`src/verilog/mbus_pkg.sv`:
```
// constants and types shared by the bus sequencer and the access splitter
package mbus_pkg;

  // ----------------------------------------------------------------
  // region width codes, driven on the width/halt outputs
  // ----------------------------------------------------------------
  localparam logic [1:0] WIDTH_8 = 2'h0;
  localparam logic [1:0] WIDTH_16 = 2'h1;
  localparam logic [1:0] WIDTH_32 = 2'h2;

  // ----------------------------------------------------------------
  // pin levels and counts
  // ----------------------------------------------------------------
  localparam logic [3:0] BE_INACTIVE = 4'hf;
  localparam logic [1:0] SAMPLE_AGE = 2'h2;
  localparam logic [2:0] MAX_XFERS = 3'h4;
  localparam logic [4:0] TRIPLE_BYTES = 5'h0c;
  localparam logic [4:0] BURST_BOUNDARY = 5'h10;

  // ----------------------------------------------------------------
  // bus states, gray coded along idle, address, wait/data, recovery
  // ----------------------------------------------------------------
  typedef enum logic [1:0] {
    idle_state = 2'h0,
    address_state = 2'h1,
    wait_or_data_state = 2'h3,
    recovery_state = 2'h2
  } bus_state_t;

endpackage

```
`src/verilog/split_if.sv`:
```
// carrier between the bus sequencer and the access splitter
`timescale 1ns/1ps
interface split_if;
  logic [31:0] addr;
  logic [4:0] remain;
  logic [1:0] width;
  logic [2:0] count;
  logic [2:0] step;
  modport asker (output addr, output remain, output width, input count, input step);
  modport solver (input addr, input remain, input width, output count, output step);
endinterface

```
`src/verilog/muxed_bus_burst_wait_recovery.sv`:
```
// multiplexed address/data bus sequencer: bursts, wait and recovery states
`timescale 1ns/1ps

// How it works
// (RULE1) 16-bit bursts start on A2:1 or A1 zero
// (RULE2) 8-bit bursts start on A1:0 or A0 zero
// (RULE3) no burst crosses a 16-byte boundary
// (RULE4) ready low ends transfer, high adds wait
// (RULE5) outside logic drives ready per needed clock
// (RULE6) burst loops wait/data until all transfers done
// (RULE7) one recovery state after last transfer
// (RULE8) recovery repeats while ready/recover samples low
// (RULE9) outside logic eventually ends recovery
// (RULE10) strobe opens address, last-transfer closes at recovery
// (RULE11) cache hits make no pin activity
// (RULE12) recovery floats bus after read, holds after write
// (RULE13) recovery drives strobes inactive, byte enables high
// (RULE14) recovery freezes address bits, width, direction pins
// (RULE15) idle after write keeps write data driven
// (RULE16) idle after read drives address, word, size
// (RULE17) cancelled request may leave AD1:0 undefined
// (RULE18) unaligned requests split into aligned accesses
// (RULE19) natural boundaries 1,2,4,8,16 by data size
// (RULE20) optional unaligned fault after the access
// (RULE21) unaligned store: single, pair bursts, single
// (RULE22) 32-bit bursts start on A3:2 or A2 zero
// (RULE23) at most four transfers per burst
// (RULE24) address, wait/data, recovery, then idle or address
module muxed_bus_burst_wait_recovery (
  // clock and reset
  input wire logic mclk,
  input wire logic rstn,
  // core request
  input wire logic req_valid,
  input wire logic req_write,
  input wire logic req_code,
  input wire logic req_cache_hit,
  input wire logic [31:0] req_addr,
  input wire logic [4:0] req_bytes,
  input wire logic [127:0] req_wdata,
  input wire logic [1:0] region_width,
  input wire logic fault_on_unaligned,
  // core answer
  output logic req_ready,
  output logic req_done,
  output logic [127:0] req_rdata,
  output logic unaligned_fault,
  // bus pins
  input wire logic [31:0] muxed_addr_data_in,
  output logic [31:0] muxed_addr_data_out,
  output logic muxed_addr_data_oe_n,
  output logic ale,
  output logic address_strobe_n,
  output logic burst_last_n,
  output logic transceiver_enable_n,
  output logic [3:0] byte_enables_n,
  output logic [1:0] word_address_bits,
  output logic [1:0] width_halt_outputs,
  output logic data_code,
  output logic write_read,
  output logic transceiver_direction,
  input wire logic ready_recover_n
);

  // ----------------------------------------------------------------
  // decode helpers
  // ----------------------------------------------------------------
  // byte enables or low address lines for one transfer
  function automatic logic [3:0] be_decode(input logic [1:0] w, input logic [1:0] a,
                                           input logic [2:0] s);
    logic [7:0] mask;
    mask = 8'h0;
    if (w == mbus_pkg::WIDTH_32) begin
      mask = ((s == 3'h4) ? 8'h0f : (s == 3'h2) ? 8'h03 : 8'h01) << a;
      be_decode = ~mask[3:0];
    end else if (w == mbus_pkg::WIDTH_16) begin
      be_decode = {(s == 3'h1) && !a[0], 1'h1, a[1], (s == 3'h1) && a[0]};
    end else begin
      be_decode = {2'h3, a};
    end
  endfunction

  // natural boundary mask by request size: 1,2,4,8,16 bytes
  function automatic logic [3:0] nat_mask(input logic [4:0] n);
    case (n) // RULE19
      5'h02: nat_mask = 4'h1;
      5'h04: nat_mask = 4'h3;
      5'h08: nat_mask = 4'h7;
      5'h0c, 5'h10: nat_mask = 4'hf;
      default: nat_mask = 4'h0;
    endcase
  endfunction

  // ----------------------------------------------------------------
  // state and working registers
  // ----------------------------------------------------------------
  mbus_pkg::bus_state_t state;
  mbus_pkg::bus_state_t next_state;
  logic [1:0] age;
  logic [31:0] xaddr;
  logic [31:0] chunk_addr;
  logic [1:0] size_code;
  logic [4:0] remain;
  logic [4:0] off;
  logic [2:0] left;
  logic [2:0] step;
  logic [1:0] width;
  logic [127:0] wbuf;
  logic wr;
  logic code;
  logic unal;
  logic fault_en;
  logic rr_meta;
  logic rr_sync;
  logic [31:0] ad_meta;
  logic [31:0] ad_sync;
  logic [127:0] next_rdata;

  split_if sp ();

  access_splitter u_split (
    .sp(sp)
  );

  // ----------------------------------------------------------------
  // request take and splitter feed
  // ----------------------------------------------------------------
  wire in_idle = (state == mbus_pkg::idle_state);
  wire take = req_valid && req_ready;
  wire take_bus = take && !req_cache_hit; // RULE11
  assign sp.addr = in_idle ? req_addr : xaddr;
  assign sp.remain = in_idle ? req_bytes : remain;
  assign sp.width = in_idle ? region_width : width;
  wire cur_wr = in_idle ? req_write : wr;
  wire cur_code = in_idle ? req_code : code;

  // ----------------------------------------------------------------
  // ready/recover sampling, valid once the pipe holds this state
  // ----------------------------------------------------------------
  wire sample_ok = (age == mbus_pkg::SAMPLE_AGE);
  wire xfer_done = (state == mbus_pkg::wait_or_data_state) && sample_ok
                   && !rr_sync; // RULE4
  wire rec_end = (state == mbus_pkg::recovery_state) && sample_ok
                 && rr_sync; // RULE8 RULE9
  wire last_xfer = (left == 3'h1);
  wire more = (remain != 5'h0);

  // next state sequence
  always_comb begin
    next_state = state;
    case (state)
      mbus_pkg::idle_state: begin
        if (take_bus) begin
          next_state = mbus_pkg::address_state; // RULE24
        end
      end
      mbus_pkg::address_state: begin
        next_state = mbus_pkg::wait_or_data_state;
      end
      mbus_pkg::wait_or_data_state: begin
        if (xfer_done && last_xfer) begin
          next_state = mbus_pkg::recovery_state; // RULE7
        end
      end
      mbus_pkg::recovery_state: begin
        if (rec_end) begin
          next_state = more ? mbus_pkg::address_state : mbus_pkg::idle_state; // RULE24
        end
      end
      default: begin
        next_state = mbus_pkg::idle_state;
      end
    endcase
  end

  // ----------------------------------------------------------------
  // write data placement and read data gathering
  // ----------------------------------------------------------------
  wire in_wait = (state == mbus_pkg::wait_or_data_state);
  wire [31:0] nx_addr = xaddr + {29'h0, step};
  wire [4:0] nx_off = off + {2'h0, step};
  wire [31:0] d_addr = in_wait ? nx_addr : xaddr;
  wire [4:0] d_off = in_wait ? nx_off : off;
  wire [1:0] lane = (width == mbus_pkg::WIDTH_32) ? d_addr[1:0] :
                    (width == mbus_pkg::WIDTH_16) ? {1'h0, d_addr[0]} : 2'h0;
  wire [1:0] rlane = (width == mbus_pkg::WIDTH_32) ? xaddr[1:0] :
                     (width == mbus_pkg::WIDTH_16) ? {1'h0, xaddr[0]} : 2'h0;
  wire [159:0] wpad = {32'h0, wbuf};
  wire [31:0] chunk = wpad[{d_off, 3'h0} +: 32];
  // narrow data is copied onto every unused lane
  wire [31:0] rep = (step == 3'h1) ? {4{chunk[7:0]}} :
                    (step == 3'h2) ? {2{chunk[15:0]}} : chunk;
  wire [63:0] rot = {rep, rep} << {lane, 3'h0};
  wire [31:0] wd = rot[63:32];
  wire [63:0] back = {ad_sync, ad_sync} >> {rlane, 3'h0};
  wire [31:0] rbytes = back[31:0];

  // drop received bytes into their request positions
  always_comb begin
    logic [4:0] k;
    k = 5'h0;
    next_rdata = req_rdata;
    for (int i = 0; i < 16; i++) begin
      k = 5'(i) - off;
      if (k < {2'h0, step}) begin
        next_rdata[i*8 +: 8] = rbytes[{k[1:0], 3'h0} +: 8];
      end
    end
  end

  // ----------------------------------------------------------------
  // input synchronisers
  // ----------------------------------------------------------------
  always_ff @(posedge mclk or negedge rstn) begin
    if (!rstn) begin
      rr_meta <= 1'h1;
      rr_sync <= 1'h1;
      ad_meta <= 32'h0;
      ad_sync <= 32'h0;
    end else begin
      rr_meta <= ready_recover_n;
      rr_sync <= rr_meta;
      ad_meta <= muxed_addr_data_in;
      ad_sync <= ad_meta;
    end
  end

  // state and sample age
  always_ff @(posedge mclk or negedge rstn) begin
    if (!rstn) begin
      state <= mbus_pkg::idle_state;
      age <= 2'h0;
    end else begin
      state <= next_state;
      if (next_state != state || xfer_done) begin
        age <= 2'h0;
      end else if (!sample_ok) begin
        age <= age + 2'h1;
      end
    end
  end

  // ----------------------------------------------------------------
  // request bookkeeping
  // ----------------------------------------------------------------
  always_ff @(posedge mclk or negedge rstn) begin
    if (!rstn) begin
      xaddr <= 32'h0;
      chunk_addr <= 32'h0;
      size_code <= 2'h0;
      remain <= 5'h0;
      off <= 5'h0;
      left <= 3'h0;
      step <= 3'h0;
      width <= mbus_pkg::WIDTH_8;
      wbuf <= 128'h0;
      wr <= 1'h0;
      code <= 1'h0;
      unal <= 1'h0;
      fault_en <= 1'h0;
    end else begin
      if (take_bus) begin
        xaddr <= req_addr;
        remain <= req_bytes;
        off <= 5'h0;
        width <= region_width;
        wbuf <= req_wdata;
        wr <= req_write;
        code <= req_code;
        unal <= |(req_addr[3:0] & nat_mask(req_bytes)); // RULE19
        fault_en <= fault_on_unaligned;
      end
      if (next_state == mbus_pkg::address_state) begin
        chunk_addr <= sp.addr;
        left <= sp.count;
        step <= sp.step;
        size_code <= 2'(sp.count - 3'h1);
      end else if (xfer_done) begin
        xaddr <= nx_addr; // RULE6
        off <= nx_off;
        remain <= remain - {2'h0, step};
        left <= left - 3'h1;
      end
    end
  end

  // ----------------------------------------------------------------
  // core answer
  // ----------------------------------------------------------------
  always_ff @(posedge mclk or negedge rstn) begin
    if (!rstn) begin
      req_ready <= 1'h0;
      req_done <= 1'h0;
      req_rdata <= 128'h0;
      unaligned_fault <= 1'h0;
    end else begin
      req_ready <= (next_state == mbus_pkg::idle_state) && !take_bus;
      req_done <= (take && req_cache_hit) || (rec_end && !more);
      unaligned_fault <= rec_end && !more && unal && fault_en; // RULE20
      if (xfer_done && !wr) begin
        req_rdata <= next_rdata;
      end
    end
  end

  // ----------------------------------------------------------------
  // bus pins, set on state transitions and between the transfers of a burst
  // ----------------------------------------------------------------
  always_ff @(posedge mclk or negedge rstn) begin
    if (!rstn) begin
      muxed_addr_data_out <= 32'h0;
      muxed_addr_data_oe_n <= 1'h1;
      ale <= 1'h0;
      address_strobe_n <= 1'h1;
      burst_last_n <= 1'h1;
      transceiver_enable_n <= 1'h1;
      byte_enables_n <= mbus_pkg::BE_INACTIVE;
      word_address_bits <= 2'h0;
      width_halt_outputs <= mbus_pkg::WIDTH_8;
      data_code <= 1'h0;
      write_read <= 1'h0;
      transceiver_direction <= 1'h0;
    end else if (next_state == mbus_pkg::address_state) begin
      // address state: latch and strobe the new access
      muxed_addr_data_out <= {sp.addr[31:2], 2'(sp.count - 3'h1)};
      muxed_addr_data_oe_n <= 1'h0;
      ale <= 1'h1;
      address_strobe_n <= 1'h0; // RULE10
      byte_enables_n <= be_decode(sp.width, sp.addr[1:0], sp.step);
      word_address_bits <= sp.addr[3:2];
      width_halt_outputs <= sp.width;
      data_code <= !cur_code;
      write_read <= cur_wr;
      transceiver_direction <= cur_wr;
    end else if (state == mbus_pkg::address_state) begin
      // first wait/data state
      ale <= 1'h0;
      address_strobe_n <= 1'h1;
      transceiver_enable_n <= 1'h0;
      burst_last_n <= !last_xfer;
      muxed_addr_data_out <= wr ? wd : muxed_addr_data_out;
      muxed_addr_data_oe_n <= !wr;
    end else if (xfer_done && !last_xfer) begin
      // next transfer of the burst: address lines step on
      byte_enables_n <= be_decode(width, nx_addr[1:0], step);
      word_address_bits <= nx_addr[3:2];
      burst_last_n <= (left != 3'h2);
      muxed_addr_data_out <= wr ? wd : muxed_addr_data_out;
    end else if (next_state == mbus_pkg::recovery_state && in_wait) begin
      // recovery: strobes off, enables high, the rest frozen
      burst_last_n <= 1'h1; // RULE10 RULE13
      transceiver_enable_n <= 1'h1; // RULE13
      byte_enables_n <= mbus_pkg::BE_INACTIVE; // RULE13
      muxed_addr_data_oe_n <= !wr; // RULE12 RULE14
    end else if (next_state == mbus_pkg::idle_state && rec_end && !wr) begin
      // idle after a read: park the last address and size
      muxed_addr_data_out <= {chunk_addr[31:4], word_address_bits, size_code}; // RULE16
      muxed_addr_data_oe_n <= 1'h0; // RULE16 RULE17
    end
    // idle after a write keeps the write data on the lines
  end // RULE15

endmodule // muxed_bus_burst_wait_recovery

```
`src/verilog/access_splitter.sv`:
```
// picks the next aligned bus access for what remains of a request
`timescale 1ns/1ps
module access_splitter (
  // request remainder in, next access out
  split_if.solver sp
);

  // ----------------------------------------------------------------
  // alignment of the current address against the region width
  // ----------------------------------------------------------------
  wire is32 = (sp.width == mbus_pkg::WIDTH_32);
  wire is16 = (sp.width == mbus_pkg::WIDTH_16);
  wire [2:0] unit = is32 ? 3'h4 : (is16 ? 3'h2 : 3'h1);
  wire [4:0] unit4 = {unit, 2'h0};
  wire [4:0] unit2 = {1'h0, unit, 1'h0};
  wire unit_ok = (is32 ? (sp.addr[1:0] == 2'h0) : (is16 ? !sp.addr[0] : 1'h1))
                 && (sp.remain >= {2'h0, unit});
  // burst starts: quad on 4-unit, pair on 2-unit boundaries
  wire al4 = is32 ? (sp.addr[3:0] == 4'h0) : // RULE22
             (is16 ? (sp.addr[2:0] == 3'h0) : (sp.addr[1:0] == 2'h0)); // RULE1 RULE2
  wire al2 = is32 ? (sp.addr[2:0] == 3'h0) :
             (is16 ? (sp.addr[1:0] == 2'h0) : !sp.addr[0]); // RULE1 RULE2

  // ----------------------------------------------------------------
  // transfer count and bytes per transfer
  // ----------------------------------------------------------------
  // a burst never exceeds four transfers nor leaves its aligned 16 bytes
  wire [2:0] burst_n = (al4 && sp.remain >= unit4) ? mbus_pkg::MAX_XFERS : // RULE23 RULE3
                       (is32 && al4 && sp.remain >= mbus_pkg::TRIPLE_BYTES) ? 3'h3 :
                       (al2 && sp.remain >= unit2) ? 3'h2 : 3'h1;
  // misaligned head or short tail falls back to a byte or short word
  wire [2:0] sub_step = (sp.addr[0] || sp.remain == 5'h1) ? 3'h1 : 3'h2; // RULE18 RULE21
  assign sp.count = unit_ok ? burst_n : 3'h1;
  assign sp.step = unit_ok ? unit : sub_step;

endmodule // access_splitter

```
`config.mk`:
```
export PLATFORM = sky130hd
export DESIGN_NAME = muxed_bus_burst_wait_recovery
export DESIGN_NICKNAME = d
export VERILOG_FILES = /design/src/verilog/mbus_pkg.sv /design/src/verilog/split_if.sv /design/src/verilog/muxed_bus_burst_wait_recovery.sv /design/src/verilog/access_splitter.sv
export SDC_FILE = /design/constraint.sdc
export NUM_CORES = 1
export LEC_CHECK = 0
export BUFFER_PORTS_ARGS = -buffer_cell sky130_fd_sc_hd__buf_2
export CAP_MARGIN = 20
export CORE_ASPECT_RATIO = 1.75
export CORE_MARGIN = 4
export CORE_UTILIZATION = 39
export CTS_BUF_LIST = sky130_fd_sc_hd__clkbuf_8
export CTS_CLUSTER_SIZE = 25
export DETAILED_ROUTE_END_ITERATION = 10
export SYNTH_ARGS = -nofsm -noshare
export SYNTH_HDL_FRONTEND = slang
export SYNTH_HIERARCHICAL = 1
export SYNTH_SLANG_ARGS = --single-unit
```
`constraint.sdc`:
```
create_clock -name mclk -period 3.6 [get_ports mclk]
set_input_delay 0.72 -clock mclk [delete_from_list [all_inputs] [get_ports mclk]]
set_output_delay 0.72 -clock mclk [all_outputs]
set_load 0.05 [all_outputs]
```
* After elaboration in Yosys (flattened, before gate mapping)
Index checks and enable logic that the tools add are counted.
Storage, ports and cells: register bits 464, input port bits 207
Cells by class: $add $sub $neg 22, $lt $le $gt $ge 20, equality and inequality tests 30, shift-type cells 21, multiplexer cells 82, bitwise logic cells 4, reductions and logical operators 76
Operators by type and width (count):
- $shiftx 32x6->8 | 16
- $mux 32 | 12
- $shiftx 160x9->32 | 1
- $lt 5x3->1 | 16
- $shl 64x5->64 | 1
- $shr 64x5->32 | 1
- $mux 4 | 11
- $reduce_and 2->1 | 21
- $mux 5 | 8
- $sub 4x5->5 const A | 8
- $mux 2 | 17
- $add 32x3->32 | 1
- $logic_and 1x1->1 | 26
- $mux 1 | 25
- $mux 3 | 7
- $sub 3x5->5 const A | 4
- $pmux 4 s4 | 1
- $eq 2x2->1 const B | 6
- $eq 5x4->1 const B | 2
- $sub 1x5->5 const A | 2
- $sub 2x5->5 const A | 2
- $eq 3x1->1 const B | 3
- $logic_not 1->1 | 9
- $eq 2x1->1 const B | 4
- 37 further kinds | 51

* Depth between registers and ports, before layout
Gate-level depths: netlist of run 1.
word-level depth 15, mapped depth 20, gate-level depth less buffers 17

* Modules after synthesis
Netlist of run 1, hierarchy kept.
By module, submodules not included:
- muxed_bus_burst_wait_recovery | instances 1, cells each 2761, area an instance 26101.3 um^2, sequential area each 11523.6 um^2
- access_splitter | instances 1, cells each 55, area an instance 426.7 um^2, sequential area each 0.0 um^2

* Worst setup path after synthesis of run 1
Ideal clock, no wire load.
path kind reg2reg, start reg state[0], end reg byte_enables_n[1], data arrival time 3736 ps, data required time 3507 ps, slack -228 ps, stages on the path, launching flop included 21, path buffers 3, clock period less this slack 3828 ps, path through dfrtp_1 -> buf_4 -> buf_6 -> nor2_1 -> buf_1 -> mux2i_1 -> inv_1 -> inv_1 -> ha_1 -> inv_1 -> ha_1 -> o21ai_0 -> o21ai_2 -> o21ai_2 -> mux2_1 -> nor2b_1 -> nor2_1 -> o21ai_0 -> o21ai_0 -> a21oi_1 -> a21oi_1
Between the ends: word-level cells in the longest chain between the ends 15, elaborated cells between the ends (all ways) 48
Ends and longest elaborated chain:
- start, declared | RTL line muxed_bus_burst_wait_recovery.sv:97 | mbus_pkg::bus_state_t state;
- start signal, assigned | RTL line muxed_bus_burst_wait_recovery.sv:231 | state <= mbus_pkg::idle_state;
- start signal, assigned | RTL line muxed_bus_burst_wait_recovery.sv:234 | state <= next_state;
- $logic_not 2->1 (*) | RTL line muxed_bus_burst_wait_recovery.sv:128 | wire in_idle = (state == mbus_pkg::idle_state);
- $mux 2 (*) | RTL line muxed_bus_burst_wait_recovery.sv:133 | assign sp.width = in_idle ? region_width : width;
- via sp.width[0] | RTL line split_if.sv:6 | logic [1:0] width;
- $eq 2x1->1 | RTL line access_splitter.sv:12 | wire is16 = (sp.width == mbus_pkg::WIDTH_16);
- $mux 2 | RTL line access_splitter.sv:13 | wire [2:0] unit = is32 ? 3'h4 : (is16 ? 3'h2 : 3'h1);
- $mux 3 | RTL line access_splitter.sv:13
- $ge 5x3->1 | RTL line access_splitter.sv:17 | && (sp.remain >= {2'h0, unit});
- $logic_and 1x1->1 | RTL line access_splitter.sv:17
- $mux 3 (*) | RTL line access_splitter.sv:34 | assign sp.step = unit_ok ? unit : sub_step;
- via sp.step[1] | RTL line split_if.sv:8 | logic [2:0] step;
- $eq 3x2->1 | RTL line muxed_bus_burst_wait_recovery.sv:74 | mask = ((s == 3'h4) ? 8'h0f : (s == 3'h2) ? 8'h03 : 8'h01) << a;
- $mux 2 | RTL line muxed_bus_burst_wait_recovery.sv:74
- $mux 4 (*) | RTL line muxed_bus_burst_wait_recovery.sv:74
- $shl 4x2->4 (*) | RTL line muxed_bus_burst_wait_recovery.sv:74
- $not 4->4 (*) | RTL line muxed_bus_burst_wait_recovery.sv:75 | be_decode = ~mask[3:0];
- $mux 4 (*) | RTL line muxed_bus_burst_wait_recovery.sv:73 | if (w == mbus_pkg::WIDTH_32) begin
- $mux 4 (*) | RTL line muxed_bus_burst_wait_recovery.sv:323 | end else if (next_state == mbus_pkg::address_state) begin
- end signal, assigned | RTL line muxed_bus_burst_wait_recovery.sv:317 | byte_enables_n <= mbus_pkg::BE_INACTIVE;
- end signal, assigned | RTL line muxed_bus_burst_wait_recovery.sv:329 | byte_enables_n <= be_decode(sp.width, sp.addr[1:0], sp.step);
- end signal, assigned | RTL line muxed_bus_burst_wait_recovery.sv:345 | byte_enables_n <= be_decode(width, nx_addr[1:0], step);
- end, declared | RTL line muxed_bus_burst_wait_recovery.sv:56 | output logic [3:0] byte_enables_n,
Mark *: on every way through the listed nets, which the timed path passes. The rest lies on a longest branch. The select of a mux whose other input is x is not followed. A chain may end at the register's enable or synchronous reset.

* Worst setup path in the final report of run 1
start reg off[0], end reg muxed_addr_data_out[0]
Between the ends: word-level cells in the longest chain between the ends 10
Ends and longest elaborated chain:
- start, declared | RTL line muxed_bus_burst_wait_recovery.sv:104 | logic [4:0] off;
- start signal, assigned | RTL line muxed_bus_burst_wait_recovery.sv:280 | off <= nx_off;
- $add 5x3->5 | RTL line muxed_bus_burst_wait_recovery.sv:181 | wire [4:0] nx_off = off + {2'h0, step};
- $mux 5 (*) | RTL line muxed_bus_burst_wait_recovery.sv:183 | wire [4:0] d_off = in_wait ? nx_off : off;
- $shiftx 160x9->32 (*) | RTL line muxed_bus_burst_wait_recovery.sv:189 | wire [31:0] chunk = wpad[{d_off, 3'h0} +: 32];
- $mux 32 | RTL line muxed_bus_burst_wait_recovery.sv:192 | (step == 3'h2) ? {2{chunk[15:0]}} : chunk;
- $mux 32 (*) | RTL line muxed_bus_burst_wait_recovery.sv:191 | wire [31:0] rep = (step == 3'h1) ? {4{chunk[7:0]}} :
- $shl 64x5->64 (*) | RTL line muxed_bus_burst_wait_recovery.sv:193 | wire [63:0] rot = {rep, rep} << {lane, 3'h0};
- $mux 32 (*) | RTL line muxed_bus_burst_wait_recovery.sv:341, muxed_bus_burst_wait_recovery.sv:348
- $mux 32 | RTL line muxed_bus_burst_wait_recovery.sv:343 | end else if (xfer_done && !last_xfer) begin
- $mux 32 (*) | RTL line muxed_bus_burst_wait_recovery.sv:335 | end else if (state == mbus_pkg::address_state) begin
- $mux 32 (*) | RTL line muxed_bus_burst_wait_recovery.sv:323
- end signal, assigned | RTL line muxed_bus_burst_wait_recovery.sv:325 | muxed_addr_data_out <= {sp.addr[31:2], 2'(sp.count - 3'h1)};
- end signal, assigned | RTL line muxed_bus_burst_wait_recovery.sv:341 | muxed_addr_data_out <= wr ? wd : muxed_addr_data_out;
- end signal, assigned | RTL line muxed_bus_burst_wait_recovery.sv:348 | muxed_addr_data_out <= wr ? wd : muxed_addr_data_out;
- end, declared | RTL line muxed_bus_burst_wait_recovery.sv:50 | output logic [31:0] muxed_addr_data_out,
Every way passes the cells marked *; elsewhere a longest branch is shown, timed or not.

==> flow_metrics.py, run 1 <==
metrics = {
    "die": {
        "start_util": 0.393,
        "die_y_um": 353,
        "ios": 386,
        "die_w_um": 205,
        "dieArea_um2": 72400,
        "core-area_um2": 67500,
        "rows": 126,
    },
    "sta": {
        "fmax_ghz": 0.290,
        "skew_ns": 0.0469,
        "hold_viol": 0,
        "period_needed_ns": 3.45,
        "relSlewSlack": 0.270,
        "setup_violations": 0,
        "slew_viol_final": 0,
        "period_share": 0.959,
        "worst_pin_slew_ns": 1.09,
    },
    "drt": {
        "vias_per_cell": 5.62,
        "finalWirelength_mm": 100,
        "drt-initial-drc-count": 1840,
        "firstDrtPassIters": 6,
        "ant_nets": 0,
        "vias": 23900,
        "drc": 0,
        "routedWlPerCell_um": 23.5,
    },
    "layout": {
        "multi_input_area_um2": 14100,
        "postLayoutCoreUtil": 0.476,
        "nFillCells": 6675,
        "register_area_um2": 11500,
        "finalNetCount": 3556,
        "post-route-cell-area_um2": 32100,
        "area_delta_synth_final_pct": 21.1,
        "drive_gt1_frac": 0.297,
    },
    "global_routing": {
        "grt_pass1_wl_mm": 151,
        "grt_start_max_net_pins": 141,
        "antenna_found_initial": 7,
        "gr-total-overflow": 0,
        "groute.usage.overall": 0.271,
        "grt_pass1_vias": 24000,
    },
    "clock_network": {
        "cts_buffer_depth": 3,
        "root_buffer": "clkbuf_8",
        "cts_tree": "built",
        "cts_num_sinks": 460,
        "h-tree-depth": 3,
        "cts.clk_slew.worst_paths_ns": 0.07,
        "cts_buffers": 73,
        "clk_latency_ns": 0.70,
    },
    "run": {
        "drv_cap": 0,
    },
    "worst_setup_path": {
        "crit_path_top_delay_cell": "fa_2",
        "crit_fanout": 35,
        "crit_type": "reg -> reg",
        "cp_slowest_stage_delay_ns": 0.54,
        "startpoint_type": "flip-flop",
        "cp_cell_sequence": "ha_1 -> inv_1 -> fa_2 -> mux2i_4 -> buf_12 -> mux4_2 -> nor2_1 -> o21ai_0 -> o21a_1 -> a211o_1 -> a21oi_1 -> o221ai_1",
        "crit_required_ns": 4.14,
        "end_kind": "flip-flop",
        "path_delay_family": "compound AO/OA/AOI/OAI gates",
        "arrival_ns": 3.99,
        "cp_num_buf_inv": 2,
    },
    "place": {
        "gp_congestion": 0.969,
        "place_area_um2": 30400,
        "io_buffers": 385,
        "post-dp-hpwl_mm": 77.5,
    },
    "synthesis": {
        "yosysWarningCount": 6,
        "syn_nets": 3075,
        "synth_area_um2": 26500,
        "syn_inst": 2815,
        "avgSynthCellArea_um2": 9.42,
    },
    "status": {
        "outcome": "completed",
    },
    "hold_path": {
        "hold_class": "in -> reg",
    },
}
==> flip-flops by register name (all words and copies together) (netlist names), 2 cells and up <==
signal and count:
off 5, step 3, remain 5, word_address_bits 2
ad_sync 32, xaddr 32, width 2, state 2
muxed_addr_data_out 32, width_halt_outputs 2, ad_meta 32, wbuf 128
chunk_addr 28, left 3, req_rdata 128, age 2
byte_enables_n 4, size_code 2
==> layout make-up <==
| cell class | count | share of cell area |
|---|---|---|
| Tap cell | 896 | 0.0349 |
| Sequential cell | 460 | 0.359 |
| Timing Repair Buffer | 575 | 0.112 |
| Clock inverter | 39 | 0.00982 |
| Antenna cell | 5 | 0.000390 |
| Inverter | 46 | 0.00538 |
| Clock buffer | 93 | 0.0399 |
| Multi-Input combinational cell | 2140 | 0.439 |
==> layout by cell type, fill, tap and decap left out, types with 8 or more instances in the layout <==
cell	count
nand4_1	8
inv_1	59
dfstp_2	10
ha_1	50
and2_1	11
o22ai_1	26
mux2i_1	121
a211o_1	8
a21o_1	8
nand2_1	588
buf_2	384
o211ai_1	25
nor2_1	245
a31o_2	9
o31ai_1	15
xnor2_1	23
a311oi_1	15
a211oi_1	42
o32ai_1	16
a21oi_1	129
buf_12	17
o21a_1	32
dfrtp_1	450
a31oi_1	17
nor2b_1	11
buf_4	171
o221ai_1	20
nand2b_1	28
a221oi_1	31
clkinv_2	11
mux4_2	27
a22oi_1	11
mux2_2	180
and3_1	32
nor3_1	39
clkbuf_8	93
o21ai_1	15
nand3_1	67
nor4_1	8
o21ai_0	136
==> path summary, 6_finish.rpt <==
path,start,slack (ns),cells past startpoint,end
setup / recovery,off[0],0.15,12,muxed_addr_data_out[0]
hold / removal,ready_recover_n,0.14,1,rr_meta
setup reg to reg,off[0],0.15,12,muxed_addr_data_out[0]
hold reg to reg,ad_meta[17],0.33,0,ad_sync[17]
max in group asynchronous,rstn,2.01,4,xaddr[17]
min in group asynchronous,rstn,0.54,2,ad_meta[11]
==> through the flow <==
step / setup TNS (ns) / instances / hold WS, ns / worst slack, ns
after CTS: 0 / 4246 / 0.0667 / 0.0271
after floorplan: -0.00570 / 2815 / 0.331 / -0.00570
after global routing: -0.00434 / 4252 / 0.0911 / -0.00434
after detailed placement: -0.0728 / 4111 / 0.335 / -0.0309
after global placement: 0 / 4111 / 0.333 / 0.00179
final: 0 / 4254 / 0.138 / 0.146
==> layer usage <==
layer / share of wire / vias to the layer above / track usage
li1: - / 11000 / -
met1: 0.40 / 11600 / 0.341
met2: 0.47 / 986 / 0.442
met3: 0.062 / 247 / 0.0483
met4: 0.062 / 6 / 0.143
met5: 0.00041 / - / 0
==> what timing repair did <==
| item | CTS | global route |
|---|---|---|
| endpoints found under the setup margin | 3 | 28 |
| pin swaps | 1 | 5 |
| buffers inserted | 2 | 2 |
| hold endpoints to repair | 40 | 0 |
| hold buffers | 1 | 0 |
| cloned | 0 | 1 |
| resized for setup | 1 | 23 |
Power of run 1 is not shown: default switching activity piles up to over one toggle a cycle in this logic, so the estimate is an artifact.
==> run 2, diff against run 1 <==
Settings changed: PLACE_DENSITY from default to 0.67.
Clock period 3.6 ns to 2.83 ns, I/O delays scaled along.
==> run 2 against run 1 <==
- the run now ends with setup timing left
- non-clock buffer count increased by 329
- clock skew up 0.0066 ns
- fmax grew 5.9%
- critical path type unchanged
- critical endpoint is now muxed_addr_data_out[1]
==> flow_metrics.py, run 2 (synthesis gave the netlist of run 1 again) <==
metrics = {
    "status": {
        "outcome": "finished with violations",
        "violations": "setup timing",
    },
    "drt": {
        "vias_per_cell": 5.57,
        "drt-initial-drc-count": 1756,
        "ant_nets": 0,
        "routedWlPerCell_um": 23.4,
        "firstDrtPassIters": 5,
        "vias": 25500,
        "drc": 0,
        "finalWirelength_mm": 107,
    },
    "sta": {
        "slew_viol_final": 0,
        "fin_ws_ns": -0.431,
        "setup_violations": 40,
        "hold_slack_ns": 0.0709,
        "period_needed_ns": 3.26,
        "hold_viol": 0,
        "skew_ns": 0.0535,
        "relSlewSlack": 0.490,
        "worst_pin_slew_ns": 0.764,
        "period_share": 1.15,
        "rsz0062_at_grt": "true",
        "fmax_ghz": 0.307,
    },
    "die": {
        "die_w_um": 205,
        "ios": 386,
        "die_y_um": 353,
        "core-area_um2": 67500,
        "dieArea_um2": 72400,
        "rows": 126,
        "start_util": 0.393,
    },
    "worst_setup_path": {
        "worstRegToRegCells": 16,
        "end_kind": "flip-flop",
        "crit_required_ns": 3.40,
        "cp_num_buf_inv": 6,
        "cp_slowest_stage_delay_ns": 0.53,
        "cp_cell_sequence": "buf_6 -> inv_6 -> ha_4 -> and3b_4 -> nor2_4 -> buf_12 -> buf_8 -> mux4_2 -> nor2_1 -> o21ai_1 -> o21ai_1 -> buf_4 -> buf_12 -> o22ai_4 -> a31oi_4 -> o221ai_2",
        "startpoint_type": "flip-flop",
        "r2r_start": "off[0]",
        "crit_fanout": 4,
        "r2r_slack_ns": -0.43,
        "arrival_ns": 3.83,
        "crit_type": "reg -> reg",
        "regToRegEndpoint": "muxed_addr_data_out[1]",
        "crit_path_top_delay_cell": "mux4_2",
        "path_delay_family": "buffers and inverters",
    },
    "clock_network": {
        "cts_buffer_depth": 3,
        "clk_latency_ns": 0.69,
        "cts_buffers": 75,
        "root_buffer": "clkbuf_8",
        "cts_tree": "built",
        "cts_num_sinks": 460,
        "h-tree-depth": 3,
        "cts.clk_slew.worst_paths_ns": 0.07,
    },
    "layout": {
        "area_delta_synth_final_pct": 38.1,
        "postLayoutCoreUtil": 0.543,
        "reg_top3": "req_rdata (128), wbuf (128)",
        "drive_gt1_frac": 0.407,
        "post-route-cell-area_um2": 36600,
        "layout_commonest_cell": "nand2_1",
        "layout_common_cells": "nand2_1 (573), dfrtp_1 (445), buf_4 (402), buf_2 (384), nor2_1 (223)",
        "nFillCells": 6250,
        "finalNetCount": 3887,
    },
    "global_routing": {
        "antenna_found_initial": 7,
        "grt-busiest-layer": "met2",
        "groute.usage.overall": 0.286,
        "grt_use_met2": 0.490,
        "met3_usage": 0.0476,
        "grt_start_max_net_pins": 131,
        "grtUsageMet1": 0.342,
        "grt_pass1_wl_mm": 159,
        "gr-total-overflow": 0,
        "grt_pass1_vias": 25700,
    },
    "hold_path": {
        "hold_class": "in -> reg",
        "hold_path.startpoint": "req_wdata[58]",
        "worstHoldEndpoint": "wbuf[58]",
        "min_path_cells": 3,
    },
    "place": {
        "io_buffers": 385,
        "place_area_um2": 32700,
        "gp_congestion": 1.02,
        "dp_worst_setup_slack_ns": -0.516,
        "post-dp-hpwl_mm": 82.6,
    },
    "run": {
        "drv_cap": 0,
    },
}
[run 2: area by class of cell]
cell class                 count  area (µm²)  area share
tap                          896        1120      0.0306
sequential                   460       11500       0.315
antenna                        4        10.0    0.000273
inverter                      46         198     0.00540
clock inverter                45         330     0.00902
multi-input combinational   2140       15600       0.424
timing repair buffer         904        6660       0.182
clock buffer                  90        1240      0.0338
[run 2: worst max path at each step]
stage          startpoint                       to  slack, ns  cells past startpoint
2_1_floorplan      off[0]  muxed_addr_data_out[22]      -0.37                     15
3_3_place_gp      step[0]  muxed_addr_data_out[14]      -0.46                     13
3_5_place_dp      step[0]  muxed_addr_data_out[19]      -0.52                     12
4_1_cts            off[0]  muxed_addr_data_out[26]      -0.39                     14
5_1_grt            off[0]   muxed_addr_data_out[1]      -0.53                     16
6_report           off[0]   muxed_addr_data_out[1]      -0.43                     16
[run 2: timing repair]
action / in CTS / in global routing
pin swaps: 64 / 74
buffers inserted: 28 / 33
cloned: 1 / 3
endpoints found under the setup margin: 111 / 126
hold buffers: 34 / 0
endpoints found under the hold margin: 83 / 0
gates resized for setup: 114 / 211
[run 2: metrics by stage]
step	TNS (ns)	cells
4_1_cts	-12.42	4549
5_1_grt	-15.71	4583
6_report	-11.67	4585
2_1_floorplan	-11.89	2815
3_3_place_gp	-17.17	4352
3_5_place_dp	-20.31	4352
[run 2: metal layers]
metal	part of all wire	vias to the layer above	wire length (µm)
li1	-	11700	-
met1	0.38	12400	41100
met2	0.49	1074	52800
met3	0.058	330	6270
met4	0.065	4	7010
met5	0.00024	-	26
[run 2: tightest hold or removal path, delay by kind of cell]
family	cells	cell delay (ns)
buf+inv	1	0.07
simple gates	2	0.09
Power of run 2 is left out for the same reason.
==> run 3, diff against run 2 <==
Settings changed: SETUP_SLACK_MARGIN from default to 0.02.
==> run 3 against run 2 <==
- the flow still finishes with violations (setup timing)
- final cell count barely moved
- cell area about the same
- register-to-register slack lost 0.04 ns
- critical path depth stayed put
- hold slack lost 0.0022 ns
- die area did not move
- sequential share of layout area about the same
- core utilization about the same
- first-iteration DRC count is 4.0% higher
- flip-flop and latch count did not move
- count of clock-buffer cells in the layout fell by 2
- setup slack lost 0.042 ns
==> flow_metrics.py, run 3 (synthesis gave the netlist of run 1 again) <==
metrics = {
    "drt": {
        "routedWlPerCell_um": 23.4,
        "drc": 0,
        "drt-initial-drc-count": 1827,
        "vias_per_cell": 5.59,
        "firstDrtPassIters": 6,
        "finalWirelength_mm": 107,
        "vias": 25700,
        "ant_nets": 0,
    },
    "clock_network": {
        "cts.clk_slew.worst_paths_ns": 0.08,
        "h-tree-depth": 3,
        "cts_buffers": 73,
        "cts_num_sinks": 460,
        "cts_buffer_depth": 3,
        "clk_latency_ns": 0.71,
        "cts_tree": "built",
        "root_buffer": "clkbuf_8",
    },
    "sta": {
        "rsz0062_at_grt": "true",
        "fin_ws_ns": -0.473,
        "relSlewSlack": 0.491,
        "skew_ns": 0.0671,
        "setup_violations": 37,
        "worst_pin_slew_ns": 0.763,
        "period_share": 1.17,
        "fmax_ghz": 0.303,
        "period_needed_ns": 3.30,
        "slew_viol_final": 0,
        "hold_viol": 0,
        "finalSetupTns_ns": -13.37,
    },
    "die": {
        "rows": 126,
        "start_util": 0.393,
        "ios": 386,
        "dieArea_um2": 72400,
        "die_y_um": 353,
        "die_w_um": 205,
        "core-area_um2": 67500,
    },
    "layout": {
        "drive_gt1_frac": 0.405,
        "final_cells": 4589,
        "post-route-cell-area_um2": 36700,
        "reg_top3": "req_rdata (128), wbuf (128)",
        "area_delta_synth_final_pct": 38.2,
        "nFillCells": 6232,
        "layout_commonest_cell": "nand2_1",
        "layout_common_cells": "nand2_1 (576), dfrtp_1 (446), buf_4 (409), buf_2 (384), nor2_1 (227)",
        "finalNetCount": 3890,
    },
    "status": {
        "violations": "setup timing",
        "outcome": "finished with violations",
    },
    "worst_setup_path": {
        "arrival_ns": 3.87,
        "crit_type": "reg -> reg",
        "end_kind": "flip-flop",
        "startpoint_type": "flip-flop",
        "crit_required_ns": 3.40,
        "crit_fanout": 13,
    },
    "global_routing": {
        "grt_pass1_vias": 26000,
        "groute.usage.overall": 0.287,
        "gr-total-overflow": 0,
        "antenna_found_initial": 4,
        "grt_start_max_net_pins": 140,
        "grt_pass1_wl_mm": 160,
    },
    "place": {
        "place_area_um2": 32800,
        "io_buffers": 385,
        "post-dp-hpwl_mm": 82.2,
        "dp_worst_setup_slack_ns": -0.564,
        "dp_cells": 4357,
        "gp_congestion": 1.01,
    },
    "hold_path": {
        "hold_class": "in -> reg",
    },
    "run": {
        "drv_cap": 0,
    },
}
run 3: cell count changes in the layout (fill, tap and decap cells not counted), sizes merged:
cell | previous run | this run
dlygate4sd3 | 34 | 35
nand2 | 594 | 593
inv | 68 | 67
buf | 867 | 871
bufinv | 4 | 8
clkinvlp | 4 | 6
clkbuf | 92 | 91
clkinv | 15 | 11
run 3: critical path: stages, from the launching register on:
cell,delay (ns)
dfrtp_1,0.42
buf_4,0.15
buf_6,0.11
inv_4,0.05
ha_4,0.19
nand3b_4,0.20
nand2_8,0.11
buf_12,0.17
buf_12,0.15
mux4_2,0.52
o211ai_2,0.20
a222oi_1,0.13
buf_4,0.17
a21boi_2,0.14
a21o_1,0.17
a21oi_2,0.17
o221ai_2,0.12
run 3: metal layers:
| metal | global-route usage | routed length (µm) | share of wire |
|---|---|---|---|
| met1 | 0.344 | 41300 | 0.38 |
| met2 | 0.485 | 52500 | 0.49 |
| met3 | 0.0418 | 5740 | 0.054 |
| met4 | 0.172 | 7680 | 0.072 |
| met5 | 0 | 13 | 0.00012 |
run 3: stage by stage:
step | hold WS (ns) | util
after floorplan | 0.270 | -
after global placement | 0.333 | 0.486
after detailed placement | 0.335 | 0.486
after CTS | 0.000812 | 0.529
after global routing | 0.0476 | 0.543
final | 0.0687 | 0.543
run 3: what timing repair did:
item,CTS,global route
buffers inserted,29,28
hold buffers,35,0
cloned,1,3
pin swaps,42,70
endpoints found under the hold margin,73,0
resized for setup,148,145
endpoints found under the setup margin,156,171
run 3: layout make-up:
cell class | count | area [µm²] | area share
Inverter | 46 | 198 | 0.00539
Timing Repair Buffer | 910 | 6750 | 0.184
Sequential cell | 460 | 11500 | 0.314
Antenna cell | 4 | 10.0 | 0.000273
Clock inverter | 46 | 458 | 0.0125
Multi-Input combinational cell | 2139 | 15400 | 0.420
Tap cell | 896 | 1120 | 0.0306
Clock buffer | 88 | 1210 | 0.0330
run 3: worst paths after layout:
| check | start | to | slack [ns] | cells past startpoint |
|---|---|---|---|---|
| worst max-delay path | off[0] | muxed_addr_data_out[2] | -0.47 | 16 |
| worst min-delay path | req_code | code | 0.07 | 3 |
| worst max register to register | off[0] | muxed_addr_data_out[2] | -0.47 | 16 |
| worst min register to register | ad_meta[5] | ad_sync[5] | 0.34 | 0 |
| max in group asynchronous | rstn | req_rdata[12] | 1.54 | 3 |
| min in group asynchronous | rstn | chunk_addr[19] | 0.45 | 2 |
Power of run 3 is left out for the same reason.
